$ cat src/common/bpsc_pkg.sv
package bpsc_pkg;

	// ----------------------------------------
	// Pin states and selection codes
	// ----------------------------------------
	typedef enum logic [4:0] {
		BPSC_ST_RESET = 5'h01,
		BPSC_ST_HWSTBY = 5'h02,
		BPSC_ST_SWSTBY = 5'h04,
		BPSC_ST_RELEASE = 5'h08,
		BPSC_ST_RUN = 5'h10
	} bpsc_state_e;

	localparam logic [2:0] DRAS_NONE = 3'h0;
	localparam logic [2:0] DRAS_RS3_A = 3'h2;
	localparam logic [2:0] DRAS_RS4_A = 3'h4;
	localparam logic [2:0] DRAS_RS5 = 3'h5;
	localparam logic [2:0] DRAS_RS4_C = 3'h6;

	// Address bus goes low this many half cycles after reset is sampled
	localparam logic [2:0] ADDR_LOW_HALF_CYCLES = 3'h5;
	localparam logic [2:0] ADDR_LOW_DELAY = 3'h2;
	localparam logic [23:0] ADDR_RESET = 24'h000000;
	localparam logic [7:0] PORT_B_RESET = 8'h00;

	// One pin: output level and output enable
	typedef struct packed {
		logic level;
		logic drive;
	} bpsc_pin_s;

	// Chip configuration bits
	typedef struct packed {
		logic [2:0] dramAreaSelect;
		logic columnStrobePinChoice;
		logic chipSelect4Enable;
		logic chipSelect5Enable;
		logic chipSelect6Enable;
		logic chipSelect7Enable;
		logic standbyStrobeOutputEnable;
		logic expandedMode;
	} bpsc_cfg_s;

endpackage : bpsc_pkg

$ cat src/hw/bpsc_pin_control.sv
`timescale 1ns/1ps
// Notes on behaviour
// - Keep floats inputs, holds output levels
// - Address bit twenty: low in reset, standby enable
// - Row strobe five only at select 101
// - Else chip select five if enabled, else port
// - Row strobe four at 100, 101, 110
// - Else chip select four if enabled, else port
// - Row strobe three at 010, 100, 101
// - Column strobes when DRAM selected, choice zero
// - Chip selects seven, six when enabled
// - Reset: ports input, strobes high, data floats
// - Address low 2.5 cycles after reset sampled; code waits 3 cycles
// - Clock output on first edge in reset
// - Modes 3/4: address, selects float at reset; code drives address low at reset in every mode
module bpsc_pin_control (
	input wire logic sys_clk,
	input wire logic rst_n,
	input wire bpsc_pkg::bpsc_cfg_s cfg,
	input wire logic hwStandby,
	input wire logic swStandby,
	input wire logic busRelease,
	input wire logic [23:0] addressIn,
	input wire logic addressStrobeIn,
	input wire logic readStrobeIn,
	input wire logic upperWriteIn,
	input wire logic lowerWriteIn,
	input wire logic [7:0] chipSelectIn,
	input wire logic [5:3] rowStrobeIn,
	input wire logic upperColumnIn,
	input wire logic lowerColumnIn,
	input wire logic [7:0] portBOut,
	input wire logic [7:0] portBDir,
	input wire logic dataDrive,
	output bpsc_pkg::bpsc_state_e pinState,
	output logic [23:0] address,
	output logic addressDrive,
	output logic address_strobe_n,
	output logic read_strobe_n,
	output logic upper_write_strobe_n,
	output logic lower_write_strobe_n,
	output logic chip_select_zero,
	output logic dataBusDrive,
	output logic clockOutDrive,
	output logic port_a_bit_seven,
	output logic address_bit_twenty_drive,
	output logic [7:0] portBLevel,
	output logic [7:0] portBDrive,
	output logic row_strobe_three_select,
	output logic row_strobe_three,
	output logic row_strobe_three_drive
);
	// ----------------------------------------
	// State register
	// ----------------------------------------
	typedef struct packed {
		logic resetSeen;
		logic [23:0] addr;
	} bpsc_ctl_state_s;

	// Reset pin sequencer state, clocked even while the reset pin is low
	typedef struct packed {
		logic rstMeta;
		logic rstSync;
		logic [bpsc_pkg::ADDR_LOW_DELAY-1:0] lowHist;
		logic clkOut;
	} bpsc_seq_state_s;

	bpsc_ctl_state_s state;
	bpsc_ctl_state_s next_state;
	bpsc_seq_state_s seq;
	bpsc_seq_state_s next_seq;
	bpsc_pkg::bpsc_state_e mode;
	logic [7:0] wantLevel;
	logic [7:0] wantDrive;
	logic [7:0] isStrobe;
	logic [7:0] keepPin;
	logic [7:0] floatPin;
	logic dramAny;
	logic rs5Sel;
	logic rs4Sel;
	logic casSel;

	always_comb begin
		if (hwStandby) begin
			mode = bpsc_pkg::BPSC_ST_HWSTBY;
		end else if (!rst_n) begin
			mode = bpsc_pkg::BPSC_ST_RESET;
		end else if (swStandby) begin
			mode = bpsc_pkg::BPSC_ST_SWSTBY;
		end else if (busRelease) begin
			mode = bpsc_pkg::BPSC_ST_RELEASE;
		end else if (!state.resetSeen) begin
			mode = bpsc_pkg::BPSC_ST_RESET;
		end else begin
			mode = bpsc_pkg::BPSC_ST_RUN;
		end
	end
	assign pinState = mode;

	always_comb begin
		next_state = state;
		next_state.resetSeen = 1'b1;
		if (mode == bpsc_pkg::BPSC_ST_RUN) begin
			next_state.addr = addressIn;
		end
	end

	always_ff @(posedge sys_clk or negedge rst_n) begin
		if (!rst_n) begin
			state <= '0;
		end else begin
			state <= next_state;
		end
	end

	// ----------------------------------------
	// Reset pin sequencer
	// ----------------------------------------
	// No reset here: it must count while the reset pin is held low
	always_comb begin
		next_seq.rstMeta = rst_n;
		next_seq.rstSync = seq.rstMeta;
		// Synchroniser plus history rounds the 2.5 cycles up, never early
		next_seq.lowHist = {seq.lowHist[bpsc_pkg::ADDR_LOW_DELAY-2:0], !seq.rstSync};
		next_seq.clkOut = 1'b1;
	end

	always_ff @(posedge sys_clk) begin
		seq <= next_seq;
	end

	// ----------------------------------------
	// Function selection
	// ----------------------------------------
	assign dramAny = cfg.dramAreaSelect != bpsc_pkg::DRAS_NONE;
	assign rs5Sel = cfg.dramAreaSelect == bpsc_pkg::DRAS_RS5;
	assign rs4Sel = cfg.dramAreaSelect == bpsc_pkg::DRAS_RS4_A || rs5Sel
		|| cfg.dramAreaSelect == bpsc_pkg::DRAS_RS4_C;
	assign row_strobe_three_select = cfg.dramAreaSelect == bpsc_pkg::DRAS_RS3_A
		|| cfg.dramAreaSelect == bpsc_pkg::DRAS_RS4_A || rs5Sel;
	assign casSel = dramAny && !cfg.columnStrobePinChoice;

	always_comb begin
		wantLevel = portBOut;
		wantDrive = portBDir;
		isStrobe = 8'h00;
		if (cfg.chipSelect6Enable) begin
			wantLevel[0] = chipSelectIn[6];
			isStrobe[0] = 1'b1;
		end
		if (cfg.chipSelect7Enable) begin
			wantLevel[1] = chipSelectIn[7];
			isStrobe[1] = 1'b1;
		end
		if (rs5Sel) begin
			wantLevel[2] = rowStrobeIn[5];
			isStrobe[2] = 1'b1;
		end else if (cfg.chipSelect5Enable) begin
			wantLevel[2] = chipSelectIn[5];
			isStrobe[2] = 1'b1;
		end
		if (rs4Sel) begin
			wantLevel[3] = rowStrobeIn[4];
			isStrobe[3] = 1'b1;
		end else if (cfg.chipSelect4Enable) begin
			wantLevel[3] = chipSelectIn[4];
			isStrobe[3] = 1'b1;
		end
		if (casSel) begin
			wantLevel[4] = lowerColumnIn;
			wantLevel[5] = upperColumnIn;
			isStrobe[5:4] = 2'h3;
		end
		wantDrive = wantDrive | isStrobe;
		keepPin = 8'h00;
		floatPin = 8'h00;
		case (mode)
			bpsc_pkg::BPSC_ST_RESET, bpsc_pkg::BPSC_ST_HWSTBY: begin
				floatPin = 8'hFF;
			end
			bpsc_pkg::BPSC_ST_SWSTBY: begin
				keepPin = ~isStrobe;
				if (cfg.standbyStrobeOutputEnable) begin
					wantLevel = wantLevel | isStrobe;
				end else begin
					floatPin = isStrobe;
				end
			end
			bpsc_pkg::BPSC_ST_RELEASE: begin
				keepPin = ~isStrobe;
				floatPin = isStrobe;
			end
			bpsc_pkg::BPSC_ST_RUN: begin
			end
			default: begin
				floatPin = 8'hFF;
			end
		endcase
	end

	// ----------------------------------------
	// Port B pins
	// ----------------------------------------
	genvar i;
	generate
		for (i = 0; i < 8; i++) begin : gPin
			bpsc_pkg::bpsc_pin_s want;
			bpsc_pkg::bpsc_pin_s pin;
			assign want = '{level: wantLevel[i], drive: wantDrive[i]};
			bpsc_pin_keep uKeep (
				.sys_clk(sys_clk),
				.rst_n(rst_n),
				.keep(keepPin[i]),
				.floatReq(floatPin[i]),
				.want(want),
				.pin(pin)
			);
			assign portBLevel[i] = pin.level;
			assign portBDrive[i] = pin.drive;
		end
	endgenerate

	// ----------------------------------------
	// Bus pins
	// ----------------------------------------
	always_comb begin
		address = state.addr;
		addressDrive = mode == bpsc_pkg::BPSC_ST_RUN;
		if (mode == bpsc_pkg::BPSC_ST_RESET) begin
			address = bpsc_pkg::ADDR_RESET;
			addressDrive = seq.lowHist[bpsc_pkg::ADDR_LOW_DELAY-1];
		end
		// Address bit twenty in expanded modes
		port_a_bit_seven = address[20];
		address_bit_twenty_drive = 1'b0;
		if (cfg.expandedMode) begin
			case (mode)
				bpsc_pkg::BPSC_ST_RESET: begin
					port_a_bit_seven = 1'b0;
					address_bit_twenty_drive = 1'b1;
				end
				bpsc_pkg::BPSC_ST_SWSTBY: begin
					port_a_bit_seven = state.addr[20];
					address_bit_twenty_drive = cfg.standbyStrobeOutputEnable;
				end
				bpsc_pkg::BPSC_ST_RUN: begin
					address_bit_twenty_drive = 1'b1;
				end
				default: begin
					address_bit_twenty_drive = 1'b0;
				end
			endcase
		end
	end

	wire logic running;
	assign running = rst_n && mode == bpsc_pkg::BPSC_ST_RUN;
	assign address_strobe_n = running ? addressStrobeIn : 1'b1;
	assign read_strobe_n = running ? readStrobeIn : 1'b1;
	assign upper_write_strobe_n = running ? upperWriteIn : 1'b1;
	assign lower_write_strobe_n = running ? lowerWriteIn : 1'b1;
	assign chip_select_zero = running ? chipSelectIn[0] : 1'b1;
	assign dataBusDrive = running && dataDrive;
	assign clockOutDrive = seq.clkOut && mode != bpsc_pkg::BPSC_ST_HWSTBY;
	assign row_strobe_three = mode == bpsc_pkg::BPSC_ST_SWSTBY ? 1'b1 : rowStrobeIn[3];
	assign row_strobe_three_drive = row_strobe_three_select && (running
		|| (mode == bpsc_pkg::BPSC_ST_SWSTBY && cfg.standbyStrobeOutputEnable));
endmodule : bpsc_pin_control

$ cat src/hw/bpsc_pin_keep.sv
`timescale 1ns/1ps
// ----------------------------------------
// One pin with keep behaviour
// ----------------------------------------
module bpsc_pin_keep (
	input wire logic sys_clk,
	input wire logic rst_n,
	input wire logic keep,
	input wire logic floatReq,
	input wire bpsc_pkg::bpsc_pin_s want,
	output bpsc_pkg::bpsc_pin_s pin
);
	typedef struct packed {
		bpsc_pkg::bpsc_pin_s held;
	} bpsc_keep_state_s;

	bpsc_keep_state_s state;
	bpsc_keep_state_s next_state;

	always_comb begin
		next_state = state;
		if (floatReq) begin
			next_state.held.drive = 1'b0;
		end else if (!keep) begin
			next_state.held = want;
		end
	end

	always_ff @(posedge sys_clk or negedge rst_n) begin
		if (!rst_n) begin
			state <= '0;
		end else begin
			state <= next_state;
		end
	end

	// Keep: inputs stay floating, outputs hold last level
	assign pin = floatReq ? '{level: 1'b0, drive: 1'b0} : (keep ? state.held : want);
endmodule : bpsc_pin_keep

$ cat config.mk
export PLATFORM = sky130hd
export DESIGN_NAME = bpsc_pin_control
export DESIGN_NICKNAME = d
export VERILOG_FILES = /design/src/common/bpsc_pkg.sv /design/src/hw/bpsc_pin_control.sv /design/src/hw/bpsc_pin_keep.sv
export SDC_FILE = /design/constraint.sdc
export NUM_CORES = 1
export LEC_CHECK = 0
export ABC_AREA = 1
export BUFFER_PORTS_ARGS = -buffer_cell sky130_fd_sc_hd__buf_2
export CORE_MARGIN = 3
export CORE_UTILIZATION = 44
export DETAILED_ROUTE_END_ITERATION = 12
export PLACE_DENSITY = 0.8
export SLEW_MARGIN = 15
export SYNTH_ARGS = -nofsm -noshare
export SYNTH_HDL_FRONTEND = slang
export SYNTH_SLANG_ARGS = --single-unit
export TNS_END_PERCENT = 1
$ cat constraint.sdc
create_clock -name sys_clk -period 1.6 [get_ports sys_clk]
set_input_delay 0.32 -clock sys_clk [delete_from_list [all_inputs] [get_ports sys_clk]]
set_output_delay 0.32 -clock sys_clk [all_outputs]
set_load 0.01 [all_outputs]
==> results.sh <==
export IMPL_status="complete, but fails checks"
export IMPL_violations="negative setup slack"
export IMPL_ys_ff_latch=45
export IMPL_rows=25
export IMPL_critical_path_class="reg2out"
export IMPL_setup_violations=52
export IMPL_critPathMaxFanout=12
export IMPL_start_util_pct=47.46
export IMPL_layout_common_cells="buf_2, nand2_1, inv_1"
export IMPL_postRouteWirelength_um=6746
export IMPL_dr_pass1_iters=5
export IMPL_synth_area_um2=2331
export IMPL_synth_top_area_cell="dfrtp_1"
export IMPL_worstPathArrival_ps=1540
export IMPL_hold_class="in2async"
export IMPL_vdd_ir_drop_max_mv=0.6455
export IMPL_clockBufferDepth=2
export IMPL_max_freq_mhz=538.6
export IMPL_start_kind="flip-flop"
export IMPL_netlist_area_leader_share_pct=44.02
export IMPL_wl_per_cell_um=12.02
export IMPL_grt_max_degree=27
export IMPL_final_nets=566
export IMPL_cp_slowest_cell="dfrtp_1"
export IMPL_reg2reg_from="state[24]"
export IMPL_grt_pass1_vias=2393
export IMPL_crit_path_end_kind="output port"
export IMPL_reg2reg_to="state[17]"
export IMPL_synth_area_per_cell_um2=7.042
export IMPL_powerDensity_nw_per_um2=909.4
export IMPL_leakagePower_nw=2.082
export IMPL_worstSetupStartpoint="state[24]"
export IMPL_cts_root_buf="clkbuf_8"
export IMPL_dieArea_um2=6207
export IMPL_antenna_cells=0
export IMPL_gp_congestion=0.8198
export IMPL_worstPathCellList="o31ai_2 -> nand2_1 -> clkinv_2 -> buf_12 -> buf_16 -> nor2_1 -> buf_2"
export IMPL_cts_sinks=45
export IMPL_antenna_found_initial=1
export IMPL_syn_nets=404
export IMPL_place_hpwl_um=5060
export IMPL_clock_latency_ps=300
export IMPL_die_height_um=78.79
export IMPL_drc=0
export IMPL_syn_inst=331
export IMPL_grt_usage_pct=22.15
export IMPL_fin_crit_ps=1857
export IMPL_timing_hold_violations_final=0
export IMPL_slew_viol_final=0
export IMPL_ys_warn_count=0
export IMPL_final_antenna_net_count=0
export IMPL_max_cap_violations=0
export IMPL_utilization_pct=70.85
export IMPL_clkTransAtPathRegs_ps=90
export IMPL_rsz0062_at_grt="yes"
export IMPL_cp_required_ps=1280
export IMPL_finalCritPeriodShare_pct=116.0
export IMPL_grt_first_pass_wirelength_um=10900
export IMPL_h_tree_depth=2
export IMPL_critPathMaxStageDelay_ps=410
export IMPL_top_level_ports=131
export IMPL_viasPerCell=4.679
export IMPL_cts_buffers_inserted=5
export IMPL_endpoint="address[22]"
export IMPL_timing_final_ws_setup_ps=-256.8
export IMPL_drive_above_1_share_pct=38.06
export IMPL_synthTopCellsByArea="dfrtp_1, nand2_1, inv_1, nor2_1, o21ai_0"
export IMPL_drt_initial_drc_count=129
export IMPL_clock_skew_ps=4.926
export IMPL_tns_ps=-10500
export IMPL_io_buffers=127
export IMPL_syn_to_final_growth_pct=49.28
export IMPL_cts_tree="built"
export IMPL_grt_overflow_total=0
export IMPL_final_common_cell="buf_2"
export IMPL_r2r_cells=6
export IMPL_yosysUniqueCellTypes=22
export IMPL_die_width_um=78.79
export IMPL_routed_via_count=2625
export IMPL_seq_area_frac_synth_pct=47.45
export IMPL_r2r_slack_ps=290
export IMPL_core_um2=4911
## sequential cells by signal, indices dropped and copies added, names as in the netlist
signal / flops
state: 25
gPin.uKeep.state: 16
next_seq: 2
seq: 2
## logic make-up (layout without fill, tap and decap cells)
group           after synthesis  in the layout  synth area share [%]
buf+inv                      65            228                 11.59
other cells                   1              1                0.1609
compound gates               44             44                 9.823
simple gates                176            176                 30.97
flops                        45             45                 47.45
## cell type report
cell class | count | area [um2]
Clock buffer | 6 | 72.57
Clock inverter | 2 | 38.79
Sequential cell | 45 | 1106
Timing Repair Buffer | 166 | 999.7
Inverter | 54 | 203.9
Tap cell | 67 | 83.83
Fill cell | 422 | 1431
Multi-Input combinational cell | 221 | 974.7
## how the worst min path moves through the flow
stage | start | end | depth (start not counted)
4_1_cts | rst_n | state[5] | 3
3_5_place_dp | next_seq[3] | seq[3] | 0
2_1_floorplan | rst_n | gPin[0].uKeep.state[0] | 0
3_3_place_gp | rst_n | gPin[7].uKeep.state[1] | 2
6_report | rst_n | gPin[0].uKeep.state[1] | 3
5_1_grt | rst_n | state[5] | 3
## where the power goes
part	switching, mW	internal [mW]	total (mW)
clock	0.386	0.469	0.855
sequential	0.0692	1.34	1.41
combinational	0.497	0.400	0.898
total	0.952	2.21	3.16
## repair_timing
action                                 4_1_cts  5_1_grt
cloned                                       1        0
endpoints found under the hold margin       17        0
resized for setup                           10        3
setup endpoints to repair                   52       52
hold buffers                                 1        0
pin swaps                                    2        3
buffers inserted                             2        1
## routing by layer
layer | global-route usage, % | vias up | share of wire (%)
li1 | - | 1328 | -
met1 | 27.97 | 1202 | 40
met2 | 38.96 | 87 | 52
met3 | 4.762 | 6 | 6.5
met4 | 4.720 | 2 | 0.82
met5 | 0 | - | 0.10
## cell usage after synthesis
library cell / number
nand2_1: 97
inv_1: 53
nor2_1: 48
dfrtp_1: 41
o21ai_0: 30
nand3_1: 21
a21oi_1: 8
buf_2: 6
or2_2: 6
dfxtp_1: 4
buf_4: 3
o21ai_1: 3
nor2_4: 2
a21boi_0: 1
a21oi_2: 1
buf_6: 1
clkbuf_1: 1
clkinv_1: 1
conb_1: 1
nand4_1: 1
nor2_2: 1
o31ai_1: 1
## metrics by stage
step | std cells | hold slack (ps) | setup slack [ps] | power (mW) | instance area [um2]
6_report | 561 | 148.4 | -256.8 | 3.164 | 3480
5_1_grt | 561 | 154.3 | -334.9 | 3.383 | 3480
2_1_floorplan | 331 | 24.41 | 139.1 | 1.878 | 2331
3_5_place_dp | 548 | 312.1 | -202.0 | 2.291 | 3251
4_1_cts | 560 | 143.9 | -262.0 | 3.187 | 3466
3_3_place_gp | 548 | 309.8 | -178.8 | 2.258 | 3251
## critical path, delay by kind of cell, from the launching register on
kind            cells  cell delay, ps
buf+inv             4             460
flops               1             410
compound gates      1             200
simple gates        2             160
Note: power is estimated with default switching activity, not from simulation.
